File: src/rtl/osrpc_defs.svh
// constants for the output state and remote pin control block
`ifndef OSRPC_DEFS_SVH
`define OSRPC_DEFS_SVH
// ----------------------------------------
// register byte offsets
// ----------------------------------------
`define OSRPC_CTRL 8'h00
`define OSRPC_POLICY 8'h04
`define OSRPC_OFFMODE 8'h08
`define OSRPC_OPMODE 8'h0C
`define OSRPC_VPROG 8'h10
`define OSRPC_IPROG 8'h14
`define OSRPC_SAVE 8'h18
`define OSRPC_UART 8'h1C
`define OSRPC_SYSSET 8'h20
`define OSRPC_LIMIT 8'h24
`define OSRPC_LIST 8'h28
`define OSRPC_ERR 8'h2C
// ----------------------------------------
// field codes and reset values
// ----------------------------------------
`define OSRPC_POL_HEN 3'h0
`define OSRPC_POL_LEN 3'h1
`define OSRPC_POL_HDIS 3'h2
`define OSRPC_POL_LDIS 3'h3
`define OSRPC_POL_LPD 3'h4
`define OSRPC_POL_OFF 3'h5
`define OSRPC_OB_ACTIVE 2'h0
`define OSRPC_OB_RESIST 2'h1
`define OSRPC_OB_BATT 2'h2
`define OSRPC_SEL_BUS 2'h0
`define OSRPC_SEL_UART 2'h1
`define OSRPC_SEL_BOUND 2'h2
`define OSRPC_SEL_DRIVE 2'h3
`define OSRPC_ERR_CMD 32'hFFFFFF9C
`define OSRPC_LIST_CNT_OK 16'h0001
// ----------------------------------------
// timing
// ----------------------------------------
`define OSRPC_CLK_NS 5
`define OSRPC_LPULSE_NS 100000
`define OSRPC_LPULSE_CYC ((`OSRPC_LPULSE_NS+`OSRPC_CLK_NS-1)/`OSRPC_CLK_NS)
`endif

File: src/rtl/osrpc_pkg.sv
// types for the output state and remote pin control block
`include "osrpc_defs.svh"
package osrpc_pkg;
  // remote pin policy field
  typedef enum logic [2:0] {
    POL_HEN = `OSRPC_POL_HEN,
    POL_LEN = `OSRPC_POL_LEN,
    POL_HDIS = `OSRPC_POL_HDIS,
    POL_LDIS = `OSRPC_POL_LDIS,
    POL_LPD = `OSRPC_POL_LPD,
    POL_OFF = `OSRPC_POL_OFF
  } osrpc_pol_t;
  // low pulse detector states
  typedef enum logic [2:0] {
    LP_IDLE = 3'b001,
    LP_CNT = 3'b010,
    LP_DONE = 3'b100
  } osrpc_lp_t;
endpackage

File: src/rtl/osrpc_pin_if.sv
// conditioned remote pin signals between the control and the conditioner
`timescale 1ns/10ps
interface osrpc_pin_if;
  logic pin_raw; // unsynchronised pin level
  logic pin_hi; // filtered level
  logic low_evt; // low held long enough, one pulse
  modport cond (input pin_raw, output pin_hi, output low_evt);
  modport user (output pin_raw, input pin_hi, input low_evt);
endinterface

File: src/rtl/osrpc_ctrl.sv
// output state control with remote pin policy and apb registers
//
// Design decisions made here: the register offsets and the APB register port.
`timescale 1ns/10ps
`include "osrpc_defs.svh"
// Summary of operation
// - bus selector saves address and system setup
// - uart selector saves serial settings
// - bound selector saves limits and protections
// - drive selector saves drive state and mode
// - power-up drive on unless switches override
// - passive disable saves, zeroes voltage, low iprot
// - passive current mode zeroes current, low vprot
// - enable restores saved values, readable while off
// - state query returns one on, zero off
// - policy defaults high-disables, saved with bus
// - high-enables follows pin high on, low off
// - low-enables follows pin low on, high off
// - high-disables forces off while pin high
// - low-disables forces off while pin low
// - long low pulse latches off until enable
// - disabled policy ignores the pin
// - level-enable policies ignore drive commands
// - policy query reports configured policy
// - off behaviour selectable and readable
// - sampled list needs loop count one
module osrpc_ctrl
  import osrpc_pkg::*;
#(
  parameter int unsigned LPULSE_CYC = `OSRPC_LPULSE_CYC
) (
  // clock, reset, enable
  input wire logic mclk_in,
  input wire logic rst_b_in,
  input wire logic ce_in,
  // apb slave
  input wire logic psel_in,
  input wire logic penable_in,
  input wire logic pwrite_in,
  input wire logic [7:0] paddr_in,
  input wire logic [31:0] pwdata_in,
  output logic [31:0] prdata_out,
  output logic pready_out,
  output logic pslverr_out,
  // pin and front panel
  input wire logic remote_pin_in,
  input wire logic panel_on_in,
  input wire logic panel_off_in,
  // power-up setup
  input wire logic sw_out_off_in,
  input wire logic sw_analog_off_in,
  input wire logic pu_pol_vld_in,
  input wire logic [2:0] pu_pol_in,
  // analog side
  output logic drive_on_out,
  output logic analog_en_out,
  output logic [15:0] vset_out,
  output logic [15:0] iset_out,
  output logic vprot_low_out,
  output logic iprot_low_out,
  // nonvolatile store
  output logic nv_save_out,
  output logic [1:0] nv_sel_out,
  output logic [31:0] nv_data_out
);
  // ----------------------------------------
  // reset release and pin conditioner
  // ----------------------------------------
  logic [1:0] rst_sync; // two stage reset release
  logic rst_n; // released reset
  always_ff @(posedge mclk_in or negedge rst_b_in) begin
    if (!rst_b_in) begin
      rst_sync <= 2'b00;
    end else begin
      rst_sync <= {rst_sync[0], 1'b1};
    end
  end
  assign rst_n = rst_sync[1];
  osrpc_pin_if pin_if ();
  assign pin_if.pin_raw = remote_pin_in;
  osrpc_pin_cond #(.LPULSE_CYC(LPULSE_CYC)) osrpc_pin_cond_i (
    .mclk_in(mclk_in),
    .rst_n_in(rst_n),
    .ce_in(ce_in),
    .pin(pin_if.cond)
  );
  // ----------------------------------------
  // state
  // ----------------------------------------
  logic init; // power-up values taken
  logic drv; // drive state
  osrpc_pol_t pol; // remote pin policy
  logic [1:0] offb; // off behaviour
  logic cur; // current source mode
  logic [15:0] vprog; // programmed voltage
  logic [15:0] iprog; // programmed current
  logic [15:0] sav_v; // voltage saved at disable
  logic [15:0] sav_i; // current saved at disable
  logic [15:0] uart; // serial settings
  logic [15:0] sysset; // address and system setup
  logic [15:0] limit; // limits and protections
  logic [16:0] list; // sample flag and loop count
  logic [31:0] err; // last command error
  logic [3:0] saved; // selectors saved so far
  logic [2:0] warm; // edges since release, lets the pin filter fill
  // next values
  logic next_init;
  logic next_drv;
  osrpc_pol_t next_pol;
  logic [1:0] next_offb;
  logic next_cur;
  logic [15:0] next_vprog;
  logic [15:0] next_iprog;
  logic [15:0] next_sav_v;
  logic [15:0] next_sav_i;
  logic [15:0] next_uart;
  logic [15:0] next_sysset;
  logic [15:0] next_limit;
  logic [16:0] next_list;
  logic [31:0] next_err;
  logic [3:0] next_saved;
  logic [2:0] next_warm;
  logic [31:0] next_prdata;
  logic next_pready;
  logic next_pslverr;
  logic next_analog;
  logic [15:0] next_vset;
  logic [15:0] next_iset;
  logic next_vprot_low;
  logic next_iprot_low;
  logic next_nv_save;
  logic [1:0] next_nv_sel;
  logic [31:0] next_nv_data;
  // ----------------------------------------
  // helpers
  // ----------------------------------------
  // address hits a register
  function automatic logic mapped(input logic [7:0] a);
    mapped = (a[1:0] == 2'b00) && (a <= `OSRPC_ERR);
  endfunction
  // write strobe for one register
  function automatic logic wr_hit(input logic [7:0] a,
                                  input logic [7:0] r);
    wr_hit = psel_in && penable_in && pready_out &&
             pwrite_in && (a == r);
  endfunction
  logic pin_hi;
  logic low_evt;
  logic cmd_on; // enable command from bus or panel
  logic cmd_off; // disable command from bus or panel
  logic pass_off; // passive load with drive off
  assign pin_hi = pin_if.pin_hi;
  assign low_evt = pin_if.low_evt;
  assign cmd_on = (wr_hit(paddr_in, `OSRPC_CTRL) && pwdata_in[0])
                  || panel_on_in;
  assign cmd_off = (wr_hit(paddr_in, `OSRPC_CTRL) && pwdata_in[1])
                   || panel_off_in;
  assign pass_off = !drv && (offb == `OSRPC_OB_RESIST);
  // ----------------------------------------
  // next value logic
  // ----------------------------------------
  always_comb begin
    // power-up values hold until the filter shows the real pin level,
    // so the reset level of the filter cannot force the drive off
    next_warm = {warm[1:0], 1'b1};
    next_init = warm[2];
    next_drv = drv;
    next_pol = pol;
    next_offb = offb;
    next_cur = cur;
    next_vprog = vprog;
    next_iprog = iprog;
    next_sav_v = sav_v;
    next_sav_i = sav_i;
    next_uart = uart;
    next_sysset = sysset;
    next_limit = limit;
    next_list = list;
    next_err = err;
    next_saved = saved;
    next_analog = analog_en_out;
    next_nv_save = 1'b0;
    next_nv_sel = nv_sel_out;
    next_nv_data = nv_data_out;
    // power-up: switches override the factory default
    if (!init) begin
      next_drv = !sw_out_off_in;
      next_analog = !sw_analog_off_in;
      if (pu_pol_vld_in) begin
        next_pol = osrpc_pol_t'(pu_pol_in);
      end
    end else begin
      // drive state per pin policy
      case (pol)
        POL_HEN: next_drv = pin_hi;
        POL_LEN: next_drv = !pin_hi;
        POL_HDIS: begin
          if (pin_hi) begin
            next_drv = 1'b0;
          end else if (cmd_off) begin
            next_drv = 1'b0;
          end else if (cmd_on) begin
            next_drv = 1'b1;
          end
        end
        POL_LDIS: begin
          if (!pin_hi) begin
            next_drv = 1'b0;
          end else if (cmd_off) begin
            next_drv = 1'b0;
          end else if (cmd_on) begin
            next_drv = 1'b1;
          end
        end
        POL_LPD: begin
          if (low_evt || cmd_off) begin
            next_drv = 1'b0;
          end else if (cmd_on) begin
            next_drv = 1'b1;
          end
        end
        default: begin
          // pin ignored, commands only
          if (cmd_off) begin
            next_drv = 1'b0;
          end else if (cmd_on) begin
            next_drv = 1'b1;
          end
        end
      endcase
    end
    // register writes
    if (wr_hit(paddr_in, `OSRPC_POLICY) &&
        pwdata_in[2:0] <= `OSRPC_POL_OFF) begin
      next_pol = osrpc_pol_t'(pwdata_in[2:0]);
    end
    if (wr_hit(paddr_in, `OSRPC_OFFMODE) &&
        pwdata_in[1:0] != 2'h3) begin
      next_offb = pwdata_in[1:0];
    end
    if (wr_hit(paddr_in, `OSRPC_OPMODE)) begin
      next_cur = pwdata_in[0];
    end
    if (wr_hit(paddr_in, `OSRPC_VPROG)) begin
      next_vprog = pwdata_in[15:0];
      next_sav_v = pwdata_in[15:0];
    end
    if (wr_hit(paddr_in, `OSRPC_IPROG)) begin
      next_iprog = pwdata_in[15:0];
      next_sav_i = pwdata_in[15:0];
    end
    if (wr_hit(paddr_in, `OSRPC_UART)) begin
      next_uart = pwdata_in[15:0];
    end
    if (wr_hit(paddr_in, `OSRPC_SYSSET)) begin
      next_sysset = pwdata_in[15:0];
    end
    if (wr_hit(paddr_in, `OSRPC_LIMIT)) begin
      next_limit = pwdata_in[15:0];
    end
    // software clears the error, a new error wins
    if (wr_hit(paddr_in, `OSRPC_ERR)) begin
      next_err = 32'h0;
    end
    if (wr_hit(paddr_in, `OSRPC_LIST)) begin
      if (pwdata_in[16] &&
          pwdata_in[15:0] != `OSRPC_LIST_CNT_OK) begin
        next_err = `OSRPC_ERR_CMD;
      end else begin
        next_list = pwdata_in[16:0];
      end
    end
    // disable saves programmed values, enable restores
    if (drv && !next_drv) begin
      next_sav_v = vprog;
      next_sav_i = iprog;
    end
    if (!drv && next_drv) begin
      next_vprog = sav_v;
      next_iprog = sav_i;
    end
    // save for power-up
    if (wr_hit(paddr_in, `OSRPC_SAVE)) begin
      next_nv_save = 1'b1;
      next_nv_sel = pwdata_in[1:0];
      next_saved[pwdata_in[1:0]] = 1'b1;
      case (pwdata_in[1:0])
        `OSRPC_SEL_BUS:
          next_nv_data = {13'h0, pol, sysset};
        `OSRPC_SEL_UART:
          next_nv_data = {16'h0, uart};
        `OSRPC_SEL_BOUND:
          next_nv_data = {16'h0, limit};
        default:
          next_nv_data = {30'h0, cur, drv};
      endcase
    end
  end
  // ----------------------------------------
  // apb answer and analog outputs
  // ----------------------------------------
  always_comb begin
    next_pready = psel_in && !penable_in;
    next_pslverr = psel_in && !penable_in && !mapped(paddr_in);
    next_prdata = prdata_out;
    if (psel_in && !penable_in) begin
      case (paddr_in)
        `OSRPC_CTRL: next_prdata = {31'h0, drv};
        `OSRPC_POLICY: next_prdata = {29'h0, pol};
        `OSRPC_OFFMODE: next_prdata = {30'h0, offb};
        `OSRPC_OPMODE: next_prdata = {31'h0, cur};
        `OSRPC_VPROG: next_prdata = {16'h0, sav_v};
        `OSRPC_IPROG: next_prdata = {16'h0, sav_i};
        `OSRPC_SAVE: next_prdata = {28'h0, saved};
        `OSRPC_UART: next_prdata = {16'h0, uart};
        `OSRPC_SYSSET: next_prdata = {16'h0, sysset};
        `OSRPC_LIMIT: next_prdata = {16'h0, limit};
        `OSRPC_LIST: next_prdata = {15'h0, list};
        `OSRPC_ERR: next_prdata = err;
        default: next_prdata = 32'h0;
      endcase
    end
    // passive load off: zero the main channel, low protect
    next_vset = (pass_off && !cur) ? 16'h0 : vprog;
    next_iprot_low = pass_off && !cur;
    next_iset = (pass_off && cur) ? 16'h0 : iprog;
    next_vprot_low = pass_off && cur;
  end
  // ----------------------------------------
  // registers
  // ----------------------------------------
  always_ff @(posedge mclk_in or negedge rst_n) begin
    if (!rst_n) begin
      init <= 1'b0;
      drv <= 1'b0;
      pol <= POL_HDIS;
      offb <= `OSRPC_OB_RESIST;
      cur <= 1'b0;
      vprog <= 16'h0;
      iprog <= 16'h0;
      sav_v <= 16'h0;
      sav_i <= 16'h0;
      uart <= 16'h0;
      sysset <= 16'h0;
      limit <= 16'h0;
      list <= 17'h0;
      err <= 32'h0;
      saved <= 4'h0;
      warm <= 3'h0;
      prdata_out <= 32'h0;
      pready_out <= 1'b0;
      pslverr_out <= 1'b0;
      analog_en_out <= 1'b0;
      vset_out <= 16'h0;
      iset_out <= 16'h0;
      vprot_low_out <= 1'b0;
      iprot_low_out <= 1'b0;
      nv_save_out <= 1'b0;
      nv_sel_out <= 2'h0;
      nv_data_out <= 32'h0;
    end else if (ce_in) begin
      init <= next_init;
      drv <= next_drv;
      pol <= next_pol;
      offb <= next_offb;
      cur <= next_cur;
      vprog <= next_vprog;
      iprog <= next_iprog;
      sav_v <= next_sav_v;
      sav_i <= next_sav_i;
      uart <= next_uart;
      sysset <= next_sysset;
      limit <= next_limit;
      list <= next_list;
      err <= next_err;
      saved <= next_saved;
      warm <= next_warm;
      prdata_out <= next_prdata;
      pready_out <= next_pready;
      pslverr_out <= next_pslverr;
      analog_en_out <= next_analog;
      vset_out <= next_vset;
      iset_out <= next_iset;
      vprot_low_out <= next_vprot_low;
      iprot_low_out <= next_iprot_low;
      nv_save_out <= next_nv_save;
      nv_sel_out <= next_nv_sel;
      nv_data_out <= next_nv_data;
    end
  end
  assign drive_on_out = drv;
  // ----------------------------------------
  // checks
  // ----------------------------------------
  a_hen_level: assert property (
    @(posedge mclk_in) disable iff (!rst_n)
    ce_in && init && pol == POL_HEN |=> drv == $past(pin_hi))
    else $error("high-enables did not follow pin");
  a_len_level: assert property (
    @(posedge mclk_in) disable iff (!rst_n)
    ce_in && init && pol == POL_LEN |=> drv != $past(pin_hi))
    else $error("low-enables did not follow pin");
  a_hdis_force: assert property (
    @(posedge mclk_in) disable iff (!rst_n)
    ce_in && init && pol == POL_HDIS && pin_hi |=> !drv)
    else $error("high pin did not force off");
  a_ldis_force: assert property (
    @(posedge mclk_in) disable iff (!rst_n)
    ce_in && init && pol == POL_LDIS && !pin_hi |=> !drv)
    else $error("low pin did not force off");
  a_lpd_latch_off: assert property (
    @(posedge mclk_in) disable iff (!rst_n)
    ce_in && init && pol == POL_LPD && low_evt |=> !drv)
    else $error("long low pulse did not turn off");
  a_pin_ignored: assert property (
    @(posedge mclk_in) disable iff (!rst_n)
    ce_in && init && pol == POL_OFF && !cmd_on && !cmd_off
    && !$changed(pol) |=> $stable(drv))
    else $error("disabled policy reacted to pin");
  a_state_query: assert property (
    @(posedge mclk_in) disable iff (!rst_n)
    ce_in && psel_in && !penable_in && paddr_in == `OSRPC_CTRL
    |=> prdata_out == {31'h0, $past(drv)})
    else $error("state query wrong");
  a_list_error: assert property (
    @(posedge mclk_in) disable iff (!rst_n)
    ce_in && wr_hit(paddr_in, `OSRPC_LIST) && pwdata_in[16]
    && pwdata_in[15:0] != `OSRPC_LIST_CNT_OK
    |=> err == `OSRPC_ERR_CMD && $stable(list))
    else $error("bad list count not flagged");
  a_off_zero_volt: assert property (
    @(posedge mclk_in) disable iff (!rst_n)
    ce_in && pass_off && !cur |=> vset_out == 16'h0 && iprot_low_out)
    else $error("passive off did not zero voltage");
  a_restore_on: assert property (
    @(posedge mclk_in) disable iff (!rst_n)
    ce_in && init && !drv ##1 drv |-> vprog == $past(sav_v))
    else $error("enable did not restore voltage");
  c_hen_on: cover property (
    @(posedge mclk_in) disable iff (!rst_n)
    pol == POL_HEN && !drv ##1 drv);
  c_lpd_off: cover property (
    @(posedge mclk_in) disable iff (!rst_n) pol == POL_LPD && low_evt);
  c_save: cover property (
    @(posedge mclk_in) disable iff (!rst_n) nv_save_out);
endmodule

File: src/rtl/osrpc_pin_cond.sv
// remote pin synchroniser, filter and low pulse width detector
`timescale 1ns/10ps
`include "osrpc_defs.svh"
module osrpc_pin_cond
  import osrpc_pkg::*;
#(
  parameter int unsigned LPULSE_CYC = `OSRPC_LPULSE_CYC
) (
  // clock, reset, enable
  input wire logic mclk_in,
  input wire logic rst_n_in,
  input wire logic ce_in,
  // pin side
  osrpc_pin_if.cond pin
);
  logic [2:0] sync; // three stage synchroniser
  logic pin_hi; // agreed level
  logic [31:0] cnt; // low width counter
  osrpc_lp_t st;
  logic [2:0] next_sync;
  logic next_pin_hi;
  logic [31:0] next_cnt;
  osrpc_lp_t next_st;
  logic next_evt;
  logic evt;
  // ----------------------------------------
  // next state
  // ----------------------------------------
  always_comb begin
    next_sync = {sync[1:0], pin.pin_raw};
    next_pin_hi = pin_hi;
    // change counts once stages two and three agree
    if (sync[1] == sync[2]) begin
      next_pin_hi = sync[2];
    end
    next_cnt = cnt;
    next_st = st;
    next_evt = 1'b0;
    case (st)
      LP_IDLE: begin
        next_cnt = 32'h0;
        if (!pin_hi) begin
          next_st = LP_CNT;
        end
      end
      LP_CNT: begin
        if (pin_hi) begin
          next_st = LP_IDLE; // too short, forget it
        end else if (cnt >= LPULSE_CYC - 2) begin
          next_evt = 1'b1;
          next_st = LP_DONE;
        end else begin
          next_cnt = cnt + 32'h1;
        end
      end
      LP_DONE: begin
        if (pin_hi) begin
          next_st = LP_IDLE;
        end
      end
      default: next_st = LP_IDLE;
    endcase
  end
  // ----------------------------------------
  // registers
  // ----------------------------------------
  always_ff @(posedge mclk_in or negedge rst_n_in) begin
    if (!rst_n_in) begin
      sync <= 3'h7;
      pin_hi <= 1'b1;
      cnt <= 32'h0;
      st <= LP_IDLE;
      evt <= 1'b0;
    end else if (ce_in) begin
      sync <= next_sync;
      pin_hi <= next_pin_hi;
      cnt <= next_cnt;
      st <= next_st;
      evt <= next_evt;
    end
  end
  assign pin.pin_hi = pin_hi;
  assign pin.low_evt = evt;
  // event only after a low that lasted the full count
  // the level may rise at the very edge that raises the event
  a_evt_after_low: assert property (
    @(posedge mclk_in) disable iff (!rst_n_in)
    $rose(evt) |-> !$past(pin_hi) && cnt >= LPULSE_CYC - 2)
    else $error("low event without full low width");
endmodule

File: config.mk
export PLATFORM = sky130hd
export DESIGN_NAME = osrpc_ctrl
export DESIGN_NICKNAME = d
export VERILOG_FILES = /design/src/rtl/osrpc_pkg.sv /design/src/rtl/osrpc_pin_if.sv /design/src/rtl/osrpc_ctrl.sv /design/src/rtl/osrpc_pin_cond.sv
export VERILOG_INCLUDE_DIRS = /design/src /design/src/rtl
export SDC_FILE = /design/constraint.sdc
export NUM_CORES = 1
export LEC_CHECK = 0
export BUFFER_PORTS_ARGS = -buffer_cell sky130_fd_sc_hd__buf_4
export CAP_MARGIN = 15
export CORE_ASPECT_RATIO = 1.5
export CORE_MARGIN = 2
export CORE_UTILIZATION = 50
export CTS_CLUSTER_DIAMETER = 80
export DETAILED_ROUTE_END_ITERATION = 10
export GPL_ROUTABILITY_DRIVEN = 0
export PLACE_DENSITY = 0.74
export SYNTH_ARGS = -nofsm -noshare
export SYNTH_HDL_FRONTEND = slang
export SYNTH_HIERARCHICAL = 1
export SYNTH_SLANG_ARGS = --single-unit
File: constraint.sdc
create_clock -name mclk_in -period 19.8 [get_ports mclk_in]
set_clock_uncertainty 0.05 [all_clocks]
set_input_delay 1.98 -clock mclk_in [delete_from_list [all_inputs] [get_ports mclk_in]]
set_output_delay 1.98 -clock mclk_in [all_outputs]
set_load 0.02 [all_outputs]
==> impl_metrics.py, run 1 <==
metrics = {
    "placed_design": {
        "portBuffers": 131,
        "dp_hpwl_um": 24300,
    },
    "timing": {
        "rsz0062_at_grt": "false",
        "period_share": 0.211,
        "tightestPinTransition_ns": 1.20,
        "finalSetupViolations": 0,
        "layout_min_cycle_time_ns": 4.17,
        "slew_headroom": 0.196,
        "fmax_ghz": 0.240,
        "slew_violations": 0,
        "hold_viol_final": 0,
        "fin_setup_tns_ns": 0,
    },
    "synth": {
        "synthArstFlopShare": 1.00,
        "syn_inst": 1305,
        "ys.warnings.count": 6,
        "synth_edf_count": 0,
        "synth_ff_type": "dfrtp_1",
        "synth.distinct_cells": 80,
        "yosysSeqAreaShare": 0.547,
        "ys_seq_elements": 309,
        "yosys.area.top_type": "dfrtp_1",
        "syn_avg_cell_area_sq_um": 10.8,
        "syn-cell-area_sq_um": 14200,
        "synthTopCellsByArea": "dfrtp_1 53%, mux2_2 4.6%, nand2_1 3.5%",
        "yosysTopAreaCellShare": 0.534,
    },
    "clock_network": {
        "cts_tree": "built",
        "root_buffer": "clkbuf_16",
        "cts_made_buffers": 30,
        "clock_tree.buffer_depth": 3,
        "postCtsHoldBufs": 0,
        "clkSinkCount": 309,
        "insertion_delay_ns": 0.57,
        "ctsResizeCount": 0,
        "postCtsSetupRepairBufs": 0,
        "cts.clk_slew.worst_paths_ns": 0.07,
        "h-tree-depth": 1,
    },
    "run_status": {
        "run_status": "completed",
    },
    "die": {
        "die-area_sq_um": 29700,
        "row_count": 75,
        "core_area_sq_um": 27900,
        "die_x_um": 141,
        "ios": 160,
        "die_h_um": 210,
        "start_util": 0.508,
    },
    "worst_hold_path": {
        "hold_depth": 0,
        "hold_path_end": "rst_sync[1]",
        "worstHoldStart": "rst_sync[0]",
        "hold_class": "register to register",
    },
    "detailed_routing": {
        "totalWireLength_um": 36900,
        "initialDrtViolationCount": 968,
        "vias": 10800,
        "route.detailed.drc": 0,
        "post_drt_via_cell_ratio": 6.18,
        "dr.pass1.iters": 5,
        "ant_nets": 0,
        "wl_per_cell_um": 21.1,
    },
    "final_layout": {
        "final_layout_size_suffix_gt1_frac": 0.207,
        "ff_latch_area_sq_um": 7740,
        "syn2layout_area_growth_pct": 15.5,
        "nets": 1442,
        "diodes": 0,
        "fillerInstances": 2290,
        "multi_input_area_sq_um": 5900,
    },
    "run": {
        "cap_violations": 0,
    },
    "critical_path": {
        "worstSetupStartpointType": "input port",
        "cp.required_ns": 20.19,
        "ff2ff_path_depth": 6,
        "r2r-end": "sav_i[14]",
        "critPathCaptureType": "register",
        "regToRegStartpoint": "osrpc_pin_cond_i/pin.pin_hi",
        "crit_path_max_fanout": 17,
        "crit_arrival_ns": 4.57,
        "rrSetupSlack_ns": 16.80,
        "critPathKind": "input port to register",
    },
    "global_route": {
        "grt_max_degree": 175,
        "antenna_found_initial": 0,
        "grt_usage": 0.248,
        "grt.overflow.total": 0,
        "grt_pass1_vias": 10800,
        "grt_pass1_wl_um": 59100,
    },
    "pwr": {
        "total_power_uw": 1810,
        "leakage_uw": 0.00796,
        "ir_drop_mv": 0.0651,
        "powerDensity_nw_per_um2": 111,
    },
}
cell families after synthesis:
logic type,count (synthesis),synth area share
and+or+nand+nor,381,0.132
DFF,309,0.547
xor gates and xnor gates,1,0.000619
AOI/OAI and AO/OA,371,0.188
muxes,111,0.0897
buffers and inverters,128,0.0405
adders and majority gates,2,0.00177
other,2,0.000531
state kept, by name, summed over array words and instances (netlist names), 4 cells and up:
signal	cells
uart	16
limit	16
vset_out	16
sysset	16
prdata_out	32
saved	4
sav_i	16
err	32
nv_data_out	19
list	17
iprog	16
sav_v	16
iset_out	16
vprog	16
osrpc_pin_cond_i/cnt	32
per-stage QoR:
step / std cells / utilization / instance area (sq um) / setup WS [ns] / hold WS, ns
2_1_floorplan: 1317 / - / 14200 / 10.51 / 0.281
3_3_place_gp: 1699 / 0.548 / 15300 / 15.11 / 0.287
3_5_place_dp: 1699 / 0.548 / 15300 / 15.10 / 0.287
4_1_cts: 1754 / 0.586 / 16300 / 15.69 / 0.302
5_1_grt: 1754 / 0.586 / 16300 / 15.47 / 0.323
6_report: 1754 / 0.586 / 16300 / 15.63 / 0.299
how the worst max path moves through the flow:
| stage | from | endpoint | depth (start not counted) |
|---|---|---|---|
| final | paddr_in[1] | list[5] | 7 |
| after global routing | paddr_in[1] | list[5] | 7 |
| after CTS | paddr_in[1] | list[5] | 7 |
| after detailed placement | paddr_in[1] | list[3] | 7 |
| after global placement | paddr_in[1] | list[6] | 7 |
| after floorplan | rst_sync[1] | analog_en_out | 0 |
cell usage in the layout (no fill, tap or decap), drive strengths merged, types with 4 or more instances in the layout:
master,instances
o211ai,7
clkbuf,41
o22a,4
mux4,4
and3b,4
inv,13
mux2,87
nand2,132
nand3,54
o22ai,7
or4,10
o21ai,104
nand4,4
nor4b,7
and2,21
a21o,35
mux2i,20
o31ai,7
conb,14
buf,151
nor2,90
or2,5
nor3,13
o221a,31
a22oi,20
a22o,49
bufinv,6
dfrtp,302
a21oi,57
clkinv,8
nand2b,6
and3,9
nor4,9
a221o,9
dfstp,7
a221oi,10
final cells by class:
class | instances | share of cell area
clock buffers | 41 | 0.0509
inverters | 13 | 0.00299
multi-input cells | 880 | 0.361
flip-flops and latches | 309 | 0.474
clock inverters | 14 | 0.0146
repair buffers | 151 | 0.0701
well taps | 346 | 0.0265
synth_stat cells, types with 16 or more instances:
cell type	number
o221a_1	31
a21oi_1	56
a22oi_1	19
a21o_1	35
buf_4	16
mux2_2	58
nand3_1	53
clkbuf_1	63
a22o_1	49
o21ai_0	89
nand2_1	132
mux2i_1	20
and2_1	21
nor2_1	89
mux2_1	29
dfrtp_1	302
buf_2	21
metal layers:
metal	vias up	GRT usage	routed length [um]
met2	416	0.419	18300
met4	0	0.0924	1230
li1	4916	-	-
met3	86	0.0336	2380
met1	5413	0.329	15100
met5	-	0	0
critical path, stage by stage:
cell and delay (ns):
buf_4 0.13, nor2_1 0.45, nand3b_1 0.20, nor2_1 0.39, nand2_1 0.15, nor2_2 0.83, mux2_2 0.42
where the power goes:
| part | switching (uW) | total [uW] | internal (uW) |
|---|---|---|---|
| combinational | 194 | 349 | 155 |
| sequential | 109 | 842 | 733 |
| clock | 244 | 616 | 373 |
| total | 546 | 1810 | 1260 |
(Power assumes the default switching activity.)
==> run 2: changes to the inputs <==
- ABC_AREA: not set -> 1
- clock period: 19.8 -> 4.33 ns (I/O delays scaled with it)
==> impl_metrics.py, run 2 <==
metrics = {
    "timing": {
        "layout_min_cycle_time_ns": 2.81,
        "setup_ws_ns": 1.52,
        "slew_headroom": 0.278,
        "slew_violations": 0,
        "rsz0062_at_grt": "false",
        "hold_viol_final": 0,
        "fin_setup_tns_ns": 0,
        "period_share": 0.648,
        "finalSetupViolations": 0,
        "fmax_ghz": 0.356,
        "tightestPinTransition_ns": 1.08,
    },
    "die": {
        "core_area_sq_um": 28000,
        "die-area_sq_um": 29800,
        "ios": 160,
        "die_x_um": 142,
        "row_count": 75,
        "start_util": 0.508,
        "die_h_um": 210,
    },
    "global_route": {
        "grt_pass1_vias": 11900,
        "grt_max_degree": 83,
        "grt_usage": 0.261,
        "grt_pass1_wl_um": 61700,
        "antenna_found_initial": 0,
        "grt.overflow.total": 0,
    },
    "synth": {
        "ys.warnings.count": 6,
        "yosysTopAreaCellShare": 0.532,
        "synthTopCellsByArea": "dfrtp_1 53%, nand2_1 15%, o21ai_0 6.3%",
        "ys_seq_elements": 309,
        "yosysSeqAreaShare": 0.545,
        "synth_ff_type": "dfrtp_1",
        "synth.distinct_cells": 50,
        "synth_edf_count": 0,
        "syn_inst": 1688,
        "syn-cell-area_sq_um": 14200,
        "yosys.area.top_type": "dfrtp_1",
        "syn_avg_cell_area_sq_um": 8.41,
        "synthArstFlopShare": 1.00,
        "synth.most_common_cell": "nand2_1",
        "synth.top_cells.by_count": "563 x nand2_1, 302 x dfrtp_1, 180 x o21ai_0",
    },
    "clock_network": {
        "cts.clk_slew.worst_paths_ns": 0.06,
        "clkSinkCount": 309,
        "insertion_delay_ns": 0.57,
        "root_buffer": "clkbuf_16",
        "h-tree-depth": 1,
        "cts_made_buffers": 30,
        "clock_tree.buffer_depth": 3,
        "ctsResizeCount": 0,
        "cts_tree": "built",
    },
    "critical_path": {
        "critPathLaunch": "osrpc_pin_cond_i/pin.pin_hi",
        "crit_path_max_fanout": 50,
        "regToRegStartpoint": "osrpc_pin_cond_i/pin.pin_hi",
        "crit_arrival_ns": 3.26,
        "critPathKind": "register to register",
        "critPathCaptureType": "register",
        "worstSetupStartpointType": "register",
        "cp.required_ns": 4.78,
        "ff2ff_path_depth": 11,
    },
    "final_layout": {
        "final_common_cell": "nand2_1",
        "finalNonFillerCells": 2172,
        "final_layout_size_suffix_gt1_frac": 0.143,
        "utilization": 0.588,
        "diodes": 0,
        "fillerInstances": 2474,
        "syn2layout_area_growth_pct": 15.8,
        "nets": 1859,
        "reg_top3": "err: 32 flops, osrpc_pin_cond_i/cnt: 32 flops, prdata_out: 32 flops",
        "mostFrequentLayoutCells": "563 x nand2_1, 301 x dfrtp_1, 180 x o21ai_0",
    },
    "run_status": {
        "run_status": "completed",
    },
    "detailed_routing": {
        "wl_per_cell_um": 17.6,
        "ant_nets": 0,
        "route.detailed.drc": 0,
        "dr.pass1.iters": 5,
        "totalWireLength_um": 38300,
        "post_drt_via_cell_ratio": 5.49,
        "vias": 11900,
        "initialDrtViolationCount": 1056,
    },
    "placed_design": {
        "place_inst": 2113,
        "dp_hpwl_um": 26600,
        "portBuffers": 131,
        "place_ws_ns": 1.28,
    },
    "run": {
        "cap_violations": 0,
    },
    "pwr": {
        "total_power_uw": 8080,
        "ir_drop_mv": 0.368,
        "leakage_uw": 0.00848,
        "powerDensity_nw_per_um2": 491,
    },
    "worst_hold_path": {
        "hold_class": "input port to register",
        "hold_depth": 3,
        "worstHoldStart": "remote_pin_in",
    },
}
run 2: changes by cell type after synthesis, moves of 15 or more:
cell | before | now
o22ai_1 | 7 | 22
o21ai_0 | 89 | 180
inv_1 | 12 | 167
and2_1 | 21 | 0
nand2_2 | 0 | 21
o221a_1 | 31 | 0
a22oi_1 | 19 | 0
nand2_1 | 132 | 563
a21oi_1 | 56 | 31
clkbuf_1 | 63 | 43
a21o_1 | 35 | 1
mux2i_1 | 20 | 0
mux2_2 | 58 | 0
mux2_1 | 29 | 0
run 2: layer usage:
layer / GRT usage / part of all wire / vias up / wire length, um
met2: 0.439 / 0.49 / 488 / 18600
met1: 0.324 / 0.39 / 5673 / 15100
li1: - / - / 5632 / -
met3: 0.0388 / 0.066 / 133 / 2520
met4: 0.142 / 0.055 / 0 / 2090
met5: 0 / 0 / - / 0
run 2: area by class of cell:
class | count | area, sq um | share of cell area
Clock buffer | 47 | 896 | 0.0545
Inverter | 175 | 657 | 0.0399
Multi-Input combinational cell | 1131 | 5380 | 0.327
Sequential cell | 309 | 7740 | 0.471
Tap cell | 346 | 433 | 0.0263
Timing Repair Buffer | 155 | 1210 | 0.0738
Clock inverter | 9 | 124 | 0.00753
run 2: kinds of logic after synthesis:
kind of cell / share of synthesized area
other: 0.000529
adder cells (fa/ha/maj): 0.00176
buffers and inverters: 0.0798
flip-flops: 0.545
AO/OA/AOI/OAI: 0.132
AND/OR/NAND/NOR: 0.234
XOR/XNOR: 0.00678
run 2: final timing paths:
path | endpoint | slack [ns]
worst max-delay path | vprog[7] | 1.52
worst min-delay path | osrpc_pin_cond_i/sync[0] | 0.05
worst max register to register | vprog[7] | 1.52
worst min register to register | prdata_out[1] | 0.14
max in group asynchronous | vprog[7] | 3.03
min in group asynchronous | rst_sync[1] | 0.14
run 2: power by group:
| group | internal, uW | total, uW | switching, uW |
|---|---|---|---|
| clock network | 1600 | 2720 | 1120 |
| registers | 3360 | 3730 | 370 |
| logic | 606 | 1640 | 1030 |
| total | 5560 | 8080 | 2520 |
run 2: worst max-delay path: stages (launching register included):
cell and delay (ns):
dfstp_2 0.59, or2_0 0.13, nand2_1 0.07, o21ai_0 0.18
inv_1 0.09, nand2_4 0.12, nand3_4 0.40, nand2_1 0.21
nand2_2 0.29, inv_2 0.42, nand2_1 0.10, nand2_1 0.08
run 2: what timing repair did:
| item | in CTS | in global routing |
|---|---|---|
| hold endpoints to repair | 3 | 0 |
| setup buffers | 0 | 0 |
| hold buffers | 2 | 0 |
run 2: through the flow:
step / area, sq um / hold slack [ns]
2_1_floorplan: 14300 / 0.0874
3_3_place_gp: 15400 / 0.167
3_5_place_dp: 15400 / 0.167
4_1_cts: 16400 / 0.0352
5_1_grt: 16400 / 0.0698
6_report: 16400 / 0.0522
==> run 3: changes to the inputs <==
- ABC_AREA: 1 -> 0
- PLACE_DENSITY: 0.74 -> 0.77
- clock period: 4.33 -> 2.4 ns (I/O delays scaled with it)
==> impl_metrics.py, run 3 (same netlist as run 1, synthesis figures left out) <==
metrics = {
    "run_status": {
        "run_status": "completed",
    },
    "critical_path": {
        "path_delay_family": "simple AND/OR/NAND/NOR gates",
        "critPathCaptureType": "register",
        "cp.required_ns": 2.84,
        "worst-path-buf-inv": 3,
        "cpMaxStageDelayCell": "dlygate4sd3_1",
        "max_stage_delay_ns": 0.54,
        "path_common_cell": "buf_4",
        "crit_chain": "dlygate4sd3_1 -> buf_4 -> nor4b_1 -> and4b_1 -> buf_4 -> o21ai_0 -> nand3_1 -> o221a_1",
        "critPathKind": "input port to register",
        "crit_path_max_fanout": 32,
        "crit_arrival_ns": 2.71,
        "worstSetupStartpointType": "input port",
    },
    "die": {
        "ios": 160,
        "row_count": 75,
        "core_area_sq_um": 27900,
        "start_util": 0.508,
        "die_x_um": 141,
        "die_h_um": 210,
        "die-area_sq_um": 29700,
    },
    "final_layout": {
        "utilization": 0.611,
        "reg_top3": "err: 32 flops, osrpc_pin_cond_i/cnt: 32 flops, prdata_out: 32 flops",
        "mostFrequentLayoutCells": "301 x dfrtp_1, 188 x buf_4, 132 x nand2_1",
        "diodes": 0,
        "nets": 1513,
        "final_common_cell": "dfrtp_1",
        "final_layout_size_suffix_gt1_frac": 0.231,
        "finalNonFillerCells": 1825,
        "syn2layout_area_growth_pct": 20.3,
    },
    "detailed_routing": {
        "wl_per_cell_um": 20.6,
        "dr.pass1.iters": 6,
        "vias": 11100,
        "route.detailed.drc": 0,
        "post_drt_via_cell_ratio": 6.07,
        "initialDrtViolationCount": 1046,
        "totalWireLength_um": 37600,
        "ant_nets": 0,
    },
    "global_route": {
        "grt_usage": 0.255,
        "antenna_found_initial": 0,
        "grt.overflow.total": 0,
        "grt_pass1_wl_um": 61400,
        "grt_max_degree": 69,
        "grt_pass1_vias": 11400,
    },
    "pwr": {
        "p_switching_uw": 4550,
        "clock_power_share": 0.332,
        "ir_drop_mv": 0.548,
        "p_seq_frac": 0.463,
        "internal_power_uw": 10400,
        "switching_share": 0.305,
        "leakage_uw": 0.00830,
        "power_frac_comb": 0.205,
        "powerDensity_nw_per_um2": 878,
    },
    "clock_network": {
        "cts_made_buffers": 29,
        "clock_tree.buffer_depth": 3,
        "cts.clk_slew.worst_paths_ns": 0.07,
        "h-tree-depth": 1,
        "cts_tree": "built",
        "insertion_delay_ns": 0.57,
        "root_buffer": "clkbuf_16",
        "clkSinkCount": 309,
    },
    "timing": {
        "finalSetupViolations": 0,
        "tightestPinTransition_ns": 0.658,
        "rsz0062_at_grt": "true",
        "slew_headroom": 0.560,
        "whs_ns": 0.0738,
        "period_share": 0.948,
        "slew_violations": 0,
        "layout_min_cycle_time_ns": 2.28,
        "fmax_ghz": 0.439,
        "hold_viol_final": 0,
    },
    "run": {
        "cap_violations": 0,
    },
    "placed_design": {
        "place_inst": 1742,
        "portBuffers": 131,
        "dp_hpwl_um": 25800,
    },
    "worst_hold_path": {
        "hold_class": "input port to register",
    },
}
-- run 3: cell count changes in the layout (fill, tap and decap cells not counted), moves of 22 or more --
cell,previous run,this run
mux2_1,0,29
a21o_1,1,35
o21ai_0,180,89
inv_1,167,12
o221a_1,0,31
mux2_2,0,58
nand2_1,563,132
a21oi_1,31,56
dlygate4sd3_1,2,24
buf_4,150,188
-- run 3: path summary, 6_finish.rpt --
check	cells past startpoint	slack, ns	end	startpoint
max in group asynchronous	1	1.13	prdata_out[20]	rst_sync[1]
min in group asynchronous	0	0.29	uart[11]	rst_sync[1]
hold reg to reg	0	0.29	uart[11]	rst_sync[1]
setup reg to reg	6	0.13	osrpc_pin_cond_i/cnt[3]	osrpc_pin_cond_i/cnt[28]
hold / removal	3	0.07	pol[0]	pwdata_in[0]
setup / recovery	8	0.12	iprog[10]	paddr_in[5]
-- run 3: worst min-delay path, cell delays in order --
cell and delay, ns:
buf_4 0.14, mux2_2 0.15, mux2_2 0.13
-- run 3: through the flow --
stage | instance area [sq um] | setup WS [ns] | power [uW] | setup TNS, ns
after floorplan | 14200 | -0.717 | 8740 | -215.09
after global placement | 15700 | -0.102 | 9840 | -1.52
after detailed placement | 15700 | -0.167 | 9970 | -2.77
after CTS | 17000 | 0.0705 | 15000 | 0
after global routing | 17000 | -0.00381 | 15600 | -0.00381
final | 17000 | 0.124 | 14900 | 0
-- run 3: area by class of cell --
type	instances	area, sq um
Multi-Input combinational cell	880	5910
Clock inverter	15	211
Tap cell	346	433
Inverter	13	48.8
Timing Repair Buffer	223	1860
Clock buffer	39	813
Fill cell	2227	10800
Sequential cell	309	7740
-- run 3: what timing repair did --
item	4_1_cts	5_1_grt
endpoints found under the setup margin	2	35
hold buffers	24	0
setup buffers	0	4
endpoints found under the hold margin	94	0
gates cloned	0	0
gates resized for setup	1	3
pin swaps	0	2
-- run 3: routing by layer --
layer,wire length [um],track usage,vias up,part of all wire
li1,-,-,5053,-
met1,15000,0.323,5498,0.40
met2,18600,0.431,425,0.50
met3,2260,0.0379,100,0.060
met4,1620,0.124,0,0.043
met5,0,0,-,0
-- run 3: power groups by stage --
stage	registers [uW]	logic, uW	clock network (uW)
floorplan	7040	1710	0
global placement	6960	2880	0
detailed placement	6980	2990	0
CTS	6890	3040	5020
global route	7020	3370	5220
finish	6920	3060	4950
